$ cat config.mk
export PLATFORM = sky130hd
export DESIGN_NAME = hbc_top
export DESIGN_NICKNAME = d
export VERILOG_FILES = /design/src/rtl/hbc_pkg.sv /design/src/rtl/hbc_sync_if.sv /design/src/rtl/hbc_sync.sv /design/src/rtl/hbc_top.sv
export SDC_FILE = /design/constraint.sdc
export NUM_CORES = 1
export LEC_CHECK = 0
export BUFFER_PORTS_ARGS = -buffer_cell sky130_fd_sc_hd__buf_4
export CAP_MARGIN = 0
export CORE_ASPECT_RATIO = 1.2
export CORE_MARGIN = 2
export CORE_UTILIZATION = 44
export DETAILED_ROUTE_END_ITERATION = 10
export PLACE_DENSITY = 0.75
export SKIP_CTS_REPAIR_TIMING = 1
export SLEW_MARGIN = 5
export SYNTH_ARGS = -nofsm -noshare
export SYNTH_HDL_FRONTEND = slang
export SYNTH_SLANG_ARGS = --single-unit
$ cat constraint.sdc
create_clock -name clk -period 1.4 [get_ports clk]
set_input_delay 0.14 -clock clk [delete_from_list [all_inputs] [get_ports clk]]
set_output_delay 0.14 -clock clk [all_outputs]
set_load 0.05 [all_outputs]
$ cat src/rtl/hbc_pkg.sv
// Package for the host bus control block: widths, codes, strap timing.
// Assumes one 250 MHz clock domain and a synchronous active-high reset.
`default_nettype none

package hbc_pkg;

    // ------------------------------------------------------------
    // Widths
    // ------------------------------------------------------------
    localparam int DATA_W      = 16;
    localparam int ADDR_W      = 11;
    localparam int ADDR_LO_W   = 8;
    localparam int ADDR_HI_W   = 3;
    localparam int BYTE_W      = 8;

    // ------------------------------------------------------------
    // Address field positions on the shared lines
    // ------------------------------------------------------------
    localparam int ADDR16_LSB  = 2;   // Wide mode address starts at line 2
    localparam int ADDR16_MSB  = 10;
    localparam int BE_LSB      = 12;  // Byte enables on lines 15..12
    localparam int BE_W        = 4;

    // ------------------------------------------------------------
    // Reset values and timing
    // ------------------------------------------------------------
    localparam logic WAKE_POL_RESET = 1'b0;   // Active low after reset
    localparam logic EEPROM_RESET   = 1'b0;
    localparam int   CLK_MHZ        = 250;
    localparam int   STRAP_SETTLE_NS = 40;    // Strap settle after release
    localparam int   STRAP_SETTLE_CYC =
        (STRAP_SETTLE_NS * CLK_MHZ + 999) / 1000;
    localparam logic [3:0] STRAP_SETTLE_CNT = 4'(STRAP_SETTLE_CYC);

    // ------------------------------------------------------------
    // Access phase states
    // ------------------------------------------------------------
    typedef enum logic [3:0] {
        ST_IDLE  = 4'b0001,
        ST_READ  = 4'b0010,
        ST_WRITE = 4'b0100,
        ST_DONE  = 4'b1000
    } hbc_state_type;

endpackage : hbc_pkg

`default_nettype wire

$ cat src/rtl/hbc_sync_if.sv
// Interface carrying synchronised host strobes between design modules.
// Assumes both ends share the single design clock.
`default_nettype none

interface hbc_sync_if;
    logic sel;        // Device selected, active high
    logic rd;         // Read strobe active, high
    logic wr;         // Write strobe active, high
    logic cmd;        // Command type level
    logic wake_pin;   // Synchronised wake/strap pin level

    modport src (output sel, output rd, output wr, output cmd,
                 output wake_pin);
    modport dst (input sel, input rd, input wr, input cmd,
                 input wake_pin);
endinterface : hbc_sync_if

`default_nettype wire

$ cat src/rtl/hbc_sync.sv
// Two-flop synchronisers for the asynchronous host control pins.
// Assumes pins are unrelated to clk; outputs are active-high levels.
`default_nettype none

module hbc_sync
(
    input  wire logic clk,
    input  wire logic rst,
    input  wire logic device_select_n,
    input  wire logic host_read_strobe_n,
    input  wire logic host_write_strobe_n,
    input  wire logic cmd_type,
    input  wire logic wake_pin_in,
    hbc_sync_if.src   sync
);
    logic [4:0] stage1;
    logic [4:0] stage2;

    // ------------------------------------------------------------
    // Synchroniser chain
    // ------------------------------------------------------------
    // First stage read only by second stage
    always_ff @(posedge clk)
    begin
        if (rst)
        begin
            stage1 <= 5'h07;
            stage2 <= 5'h07;
        end
        else
        begin
            stage1 <= {wake_pin_in, cmd_type, host_write_strobe_n,
                       host_read_strobe_n, device_select_n};
            stage2 <= stage1;
        end
    end

    // Strobes inverted to active-high levels
    assign sync.sel      = ~stage2[0];
    assign sync.rd       = ~stage2[1];
    assign sync.wr       = ~stage2[2];
    assign sync.cmd      = stage2[3];
    assign sync.wake_pin = stage2[4];

endmodule : hbc_sync

`default_nettype wire

$ cat src/rtl/hbc_top.sv
// Host bus control: strobe qualification, shared bus steering,
// interrupt pin, wake request pin and EEPROM strap capture.
// Assumes the core supplies read data, interrupt status and wake events
// on clk, and consumes write data and addresses from this block.
//
// How it works
// - irq_out_n is driven low while any interrupt status bit is set.
// - A wake event from the core asserts the wake request output.
// - The wake output level is programmable and defaults to active low.
// - The wake pin level is latched after reset as the EEPROM strap.
// - Command type low means data, high means address on the bus.
`default_nettype none

module hbc_top
    import hbc_pkg::*;
(
    input  wire logic                        clk,
    input  wire logic                        rst,
    input  wire logic                        device_select_n,
    input  wire logic                        host_read_strobe_n,
    input  wire logic                        host_write_strobe_n,
    input  wire logic                        cmd_type,
    input  wire logic [hbc_pkg::DATA_W-1:0]  shared_bus_lines_in,
    output logic      [hbc_pkg::DATA_W-1:0]  shared_bus_lines_out,
    output logic                             shared_bus_lines_oe_n,
    input  wire logic                        bus_mode_8bit,
    input  wire logic [hbc_pkg::DATA_W-1:0]  core_read_data,
    output logic      [hbc_pkg::DATA_W-1:0]  core_write_data,
    output logic                             core_write_pulse,
    output logic                             core_read_pulse,
    output logic      [hbc_pkg::ADDR_W-1:0]  core_addr,
    output logic      [hbc_pkg::BE_W-1:0]    core_byte_en,
    input  wire logic                        irq_status_any,
    output logic                             irq_out_n,
    input  wire logic                        wake_event,
    input  wire logic                        wake_clear,
    input  wire logic                        wake_pol_high,
    input  wire logic                        wake_pin_in,
    output logic                             wake_request_out,
    output logic                             wake_request_oe_n,
    output logic                             eeprom_present,
    output logic                             strap_valid
);
    hbc_sync_if sync ();

    hbc_state_type state;
    hbc_state_type next_state;
    logic          addr_hi_phase;
    logic          wake_pending;
    logic [3:0]    settle_cnt;

    // ------------------------------------------------------------
    // Pin synchronisers
    // ------------------------------------------------------------
    hbc_sync u_sync
    (
        .clk                 (clk),
        .rst                 (rst),
        .device_select_n     (device_select_n),
        .host_read_strobe_n  (host_read_strobe_n),
        .host_write_strobe_n (host_write_strobe_n),
        .cmd_type            (cmd_type),
        .wake_pin_in         (wake_pin_in),
        .sync                (sync)
    );

    // ------------------------------------------------------------
    // Access state machine
    // ------------------------------------------------------------
    // One action per strobe; wait for strobe release before next
    always_comb
    begin
        next_state = state;
        unique case (state)
            ST_IDLE:
            begin
                if (sync.sel && sync.rd)
                    next_state = ST_READ;
                else if (sync.sel && sync.wr)
                    next_state = ST_WRITE;
            end
            ST_READ:  next_state = ST_DONE;
            ST_WRITE: next_state = ST_DONE;
            ST_DONE:
            begin
                if (!sync.rd && !sync.wr)
                    next_state = ST_IDLE;
            end
            default:  next_state = ST_IDLE;
        endcase
    end

    // State register
    always_ff @(posedge clk)
    begin
        if (rst)
            state <= ST_IDLE;
        else
            state <= next_state;
    end

    // ------------------------------------------------------------
    // Core pulses
    // ------------------------------------------------------------
    // Read pulse fetches data; write pulse only for data writes
    always_ff @(posedge clk)
    begin
        if (rst)
        begin
            core_read_pulse  <= 1'b0;
            core_write_pulse <= 1'b0;
        end
        else
        begin
            core_read_pulse  <= (state == ST_READ) && !sync.cmd;
            core_write_pulse <= (state == ST_WRITE) && !sync.cmd;
        end
    end

    // ------------------------------------------------------------
    // Address and write data capture
    // ------------------------------------------------------------
    always_ff @(posedge clk)
    begin
        if (rst)
        begin
            core_addr       <= '0;
            core_byte_en    <= '0;
            core_write_data <= '0;
            addr_hi_phase   <= 1'b0;
        end
        else if (state == ST_WRITE)
        begin
            if (!sync.cmd)
                core_write_data <= shared_bus_lines_in;
            else if (!bus_mode_8bit)
            begin
                core_addr[ADDR16_MSB:ADDR16_LSB] <=
                    shared_bus_lines_in[ADDR16_MSB:ADDR16_LSB];
                core_addr[ADDR16_LSB-1:0] <= '0;
                core_byte_en <= shared_bus_lines_in[BE_LSB +: BE_W];
            end
            else if (!addr_hi_phase)
            begin
                core_addr[ADDR_LO_W-1:0] <=
                    shared_bus_lines_in[ADDR_LO_W-1:0];
                addr_hi_phase <= 1'b1;
            end
            else
            begin
                core_addr[ADDR_W-1:ADDR_LO_W] <=
                    shared_bus_lines_in[ADDR_HI_W-1:0];
                addr_hi_phase <= 1'b0;
            end
        end
    end

    // ------------------------------------------------------------
    // Shared bus drive
    // ------------------------------------------------------------
    // Drive only while selected and reading; data held from core
    always_ff @(posedge clk)
    begin
        if (rst)
        begin
            shared_bus_lines_out  <= '0;
            shared_bus_lines_oe_n <= 1'b1;
        end
        else
        begin
            if (core_read_pulse)
                shared_bus_lines_out <= core_read_data;
            shared_bus_lines_oe_n <=
                !(sync.sel && sync.rd && !sync.cmd);
        end
    end

    // ------------------------------------------------------------
    // Interrupt pin
    // ------------------------------------------------------------
    // Open-drain style: low while any status bit set
    always_ff @(posedge clk)
    begin
        if (rst)
            irq_out_n <= 1'b1;
        else
            irq_out_n <= !irq_status_any;
    end

    // ------------------------------------------------------------
    // Wake request
    // ------------------------------------------------------------
    // Sticky wake; new event beats a clear in the same cycle
    always_ff @(posedge clk)
    begin
        if (rst)
            wake_pending <= 1'b0;
        else if (wake_event)
            wake_pending <= 1'b1;
        else if (wake_clear)
            wake_pending <= 1'b0;
    end

    // Polarity applied; pin released until strap is taken
    always_ff @(posedge clk)
    begin
        if (rst)
        begin
            wake_request_out  <= !WAKE_POL_RESET;
            wake_request_oe_n <= 1'b1;
        end
        else
        begin
            wake_request_out  <= wake_pol_high ? wake_pending
                                               : !wake_pending;
            wake_request_oe_n <= !strap_valid;
        end
    end

    // ------------------------------------------------------------
    // EEPROM strap capture
    // ------------------------------------------------------------
    // Sample pin once settle count ends after reset release
    always_ff @(posedge clk)
    begin
        if (rst)
        begin
            settle_cnt     <= STRAP_SETTLE_CNT;
            strap_valid    <= 1'b0;
            eeprom_present <= EEPROM_RESET;
        end
        else if (!strap_valid)
        begin
            if (settle_cnt != 4'h0)
                settle_cnt <= settle_cnt - 4'h1;
            else
            begin
                eeprom_present <= sync.wake_pin;
                strap_valid    <= 1'b1;
            end
        end
    end

endmodule : hbc_top

`default_nettype wire

==> flow_summary.ini <==
[synthesis]
synth_flop_cell = dfxtp_1
syn_nets = 319
mappedNetlistArea_um2 = 2800
synth-edff-count = 0
synth_warnings = 0
ys_types = 38
ys_ff_latch = 75
syn_avg_cell_area_um2 = 10.2
ys_async_sr_fraction_pct = 0
synth-seq-area-share_pct = 53.6
postSynthCellCount = 274

[global_routing]
grt_use_met3_pct = 5.67
antenna_found_initial = 0
grt_start_max_net_pins = 24
met2_usage_pct = 30.0
grt_pass1_vias = 2119
met1_usage_pct = 20.1
grt.busiest_layer = met2
grt_pass1_wl_um = 9810
grt_usage_pct = 17.9
grt-ovfl-total = 0

[timing]
worst_pin_slew_ns = 0.299
fin_worst_skew_ns = 0.00847
setup_ws_ns = -0.112
hold_viol_final = 0
rsz0062_at_grt = yes
slew_viol_final = 0
relSlewSlack_pct = 79.8
finalSetupViolations = 18
finalSetupTns_ns = -1.24
fin_crit_ns = 1.51
finalCritPeriodShare_pct = 108
max_freq_ghz = 0.661

[drt]
wl_per_cell_um = 13.0
vias_per_cell = 4.86
dr.pass1.iters = 4
route.detailed.drc = 0
drt_iter0_markers = 66
ant_nets = 0
via_count = 2317
routed_wl_um = 6190

[die]
start_util_pct = 46.0
boundaryPins = 99
die_w_um = 76.8
fp.coreArea_um2 = 6090
dieArea_um2 = 7020
fp.dieH_um = 91.4
rows = 31

[clock_tree]
clock-root-buffer = clkbuf_8
cts.sinks = 75
clkSlewWorstSetupHoldPaths_ns = 0.07
cts_buffers = 9
h-tree-depth = 3
cts_tree = done
clock_path_buffers = 2
insertion_delay_ns = 0.34

[place]
dp_hpwl_um = 4440
pre_cts_ws_ns = -0.0305
port_buffers = 98
place_congestion = 0.745

[run_status]
outcome = complete, but fails checks
failed_checks = setup timing

[critical_path]
crit_fanout = 5
critPathCaptureType = flip-flop
max_stage_delay_ns = 0.61
slowest_stage = or4b_4
arrival_ns = 1.78
cp.required_ns = 1.67
crit_type = flip-flop to flip-flop
start_kind = flip-flop
crit_chain = or4b_4, nor2_8, buf_6, nand2_2, a21oi_2

[power]
p_leak_nw = 1.75
p_per_area_nw_per_um2 = 1160
peakVddDrop_mv = 0.790
p_total_mw = 4.71

[cells_and_area]
drive_above_1_share_pct = 45.6
diodes = 0
syn_to_final_growth_pct = 45.1
fin_util_pct = 66.8
nets = 435

[worst_hold_path]
min_path_type = input port to flip-flop

[flow_run]
maxCapViolations = 0
-- cells in the mapped netlist (2+ instances only) --
master	count	share of area (%)
a21oi_2	10	3.1
or2_2	6	1.3
nand2_2	10	2.2
inv_1	4	0.54
a211oi_2	3	1.3
clkbuf_8	4	2.0
nor3b_1	4	1.1
nand2b_1	4	0.89
nor2b_1	5	1.1
nand2_1	27	3.6
dfxtp_1	75	54
a22oi_1	2	0.54
nor4b_1	2	0.63
buf_2	2	0.36
mux2i_1	30	11
o21ai_0	5	0.89
clkbuf_1	8	1.1
or4_1	2	0.54
nor2_1	40	5.4
nand3b_1	2	0.54
a21oi_1	7	1.3
xnor2_1	3	0.94
nor3_1	4	0.71
-- state kept, by name, indices dropped and copies added (netlist names), 4 cells and up --
name / count
u_sync.stage2: 5
u_sync.stage1: 5
core_write_data: 16
settle_cnt: 4
state: 4
shared_bus_lines_out: 16
core_addr: 11
core_byte_en: 4
-- cell usage in the layout (no fill, tap or decap), types with 5 or more instances in the layout --
master / n
dlygate4sd3_1: 6
clkbuf_8: 10
o21ai_0: 5
dfxtp_1: 69
or2_2: 6
nand2_2: 8
nor2_1: 39
mux2i_1: 30
a21oi_2: 13
dfxtp_2: 5
buf_4: 112
nand2_1: 26
-- cell type report --
cell class / instances / area, um^2
fill: 515 / 2020
sequential: 75 / 1510
clock buffer: 11 / 141
timing repair buffer: 121 / 952
multi-input combinational: 179 / 1240
tap: 82 / 103
clock inverter: 5 / 100
inverter: 4 / 15.0
-- power breakdown --
group          internal [mW]  total (mW)  switching [mW]
Clock                   1.23        1.97           0.744
Combinational          0.242       0.451           0.209
Sequential              2.21        2.28          0.0706
Total                   3.68        4.71            1.02
-- kinds of logic (layout without fill, tap and decap cells) --
kind of cell	count (synthesis)	in the layout	share of synthesized area, %
buffers and inverters	20	141	4.91
adder cells (fa/ha/maj)	1	1	0.447
flip-flops	75	75	53.6
AND/OR/NAND/NOR	115	115	21.3
multiplexers	30	30	10.7
AO/OA/AOI/OAI	29	29	7.73
XOR/XNOR	4	4	1.25
-- worst max-delay path: cells and delay by family, from the launching register on --
| family | cells | cell delay (ns) |
|---|---|---|
| AO/OA/AOI/OAI | 1 | 0.14 |
| buffers and inverters | 1 | 0.13 |
| flip-flops | 1 | 0.33 |
| AND/OR/NAND/NOR | 3 | 0.84 |
-- per-layer routing --
metal  vias to the layer above  wire length (um)
li1                       1140                 -
met1                      1084              2450
met2                        81              3210
met3                        12               363
met4                         0               162
met5                         -                 0
-- through the flow --
stage | instance area (um^2) | std cells | hold slack, ns
5_1_grt | 4070 | 477 | 0.0145
6_report | 4070 | 477 | 0.00431
4_1_cts | 3910 | 468 | -0.0629
3_5_place_dp | 3670 | 452 | 0.304
3_3_place_gp | 3670 | 452 | 0.301
2_1_floorplan | 2830 | 274 | 0.202
-- path summary, 6_finish.rpt --
check | cells past startpoint | startpoint | slack (ns) | to
worst max register to register | 5 | state[3] | -0.11 | core_write_data[4]
worst max-delay path | 5 | state[3] | -0.11 | core_write_data[4]
worst min register to register | 1 | u_sync.stage1[2] | 0.41 | u_sync.stage2[2]
worst min-delay path | 2 | wake_pin_in | 0.004 | u_sync.stage1[4]
No activity file was read; power rests on OpenSTA's default activity.
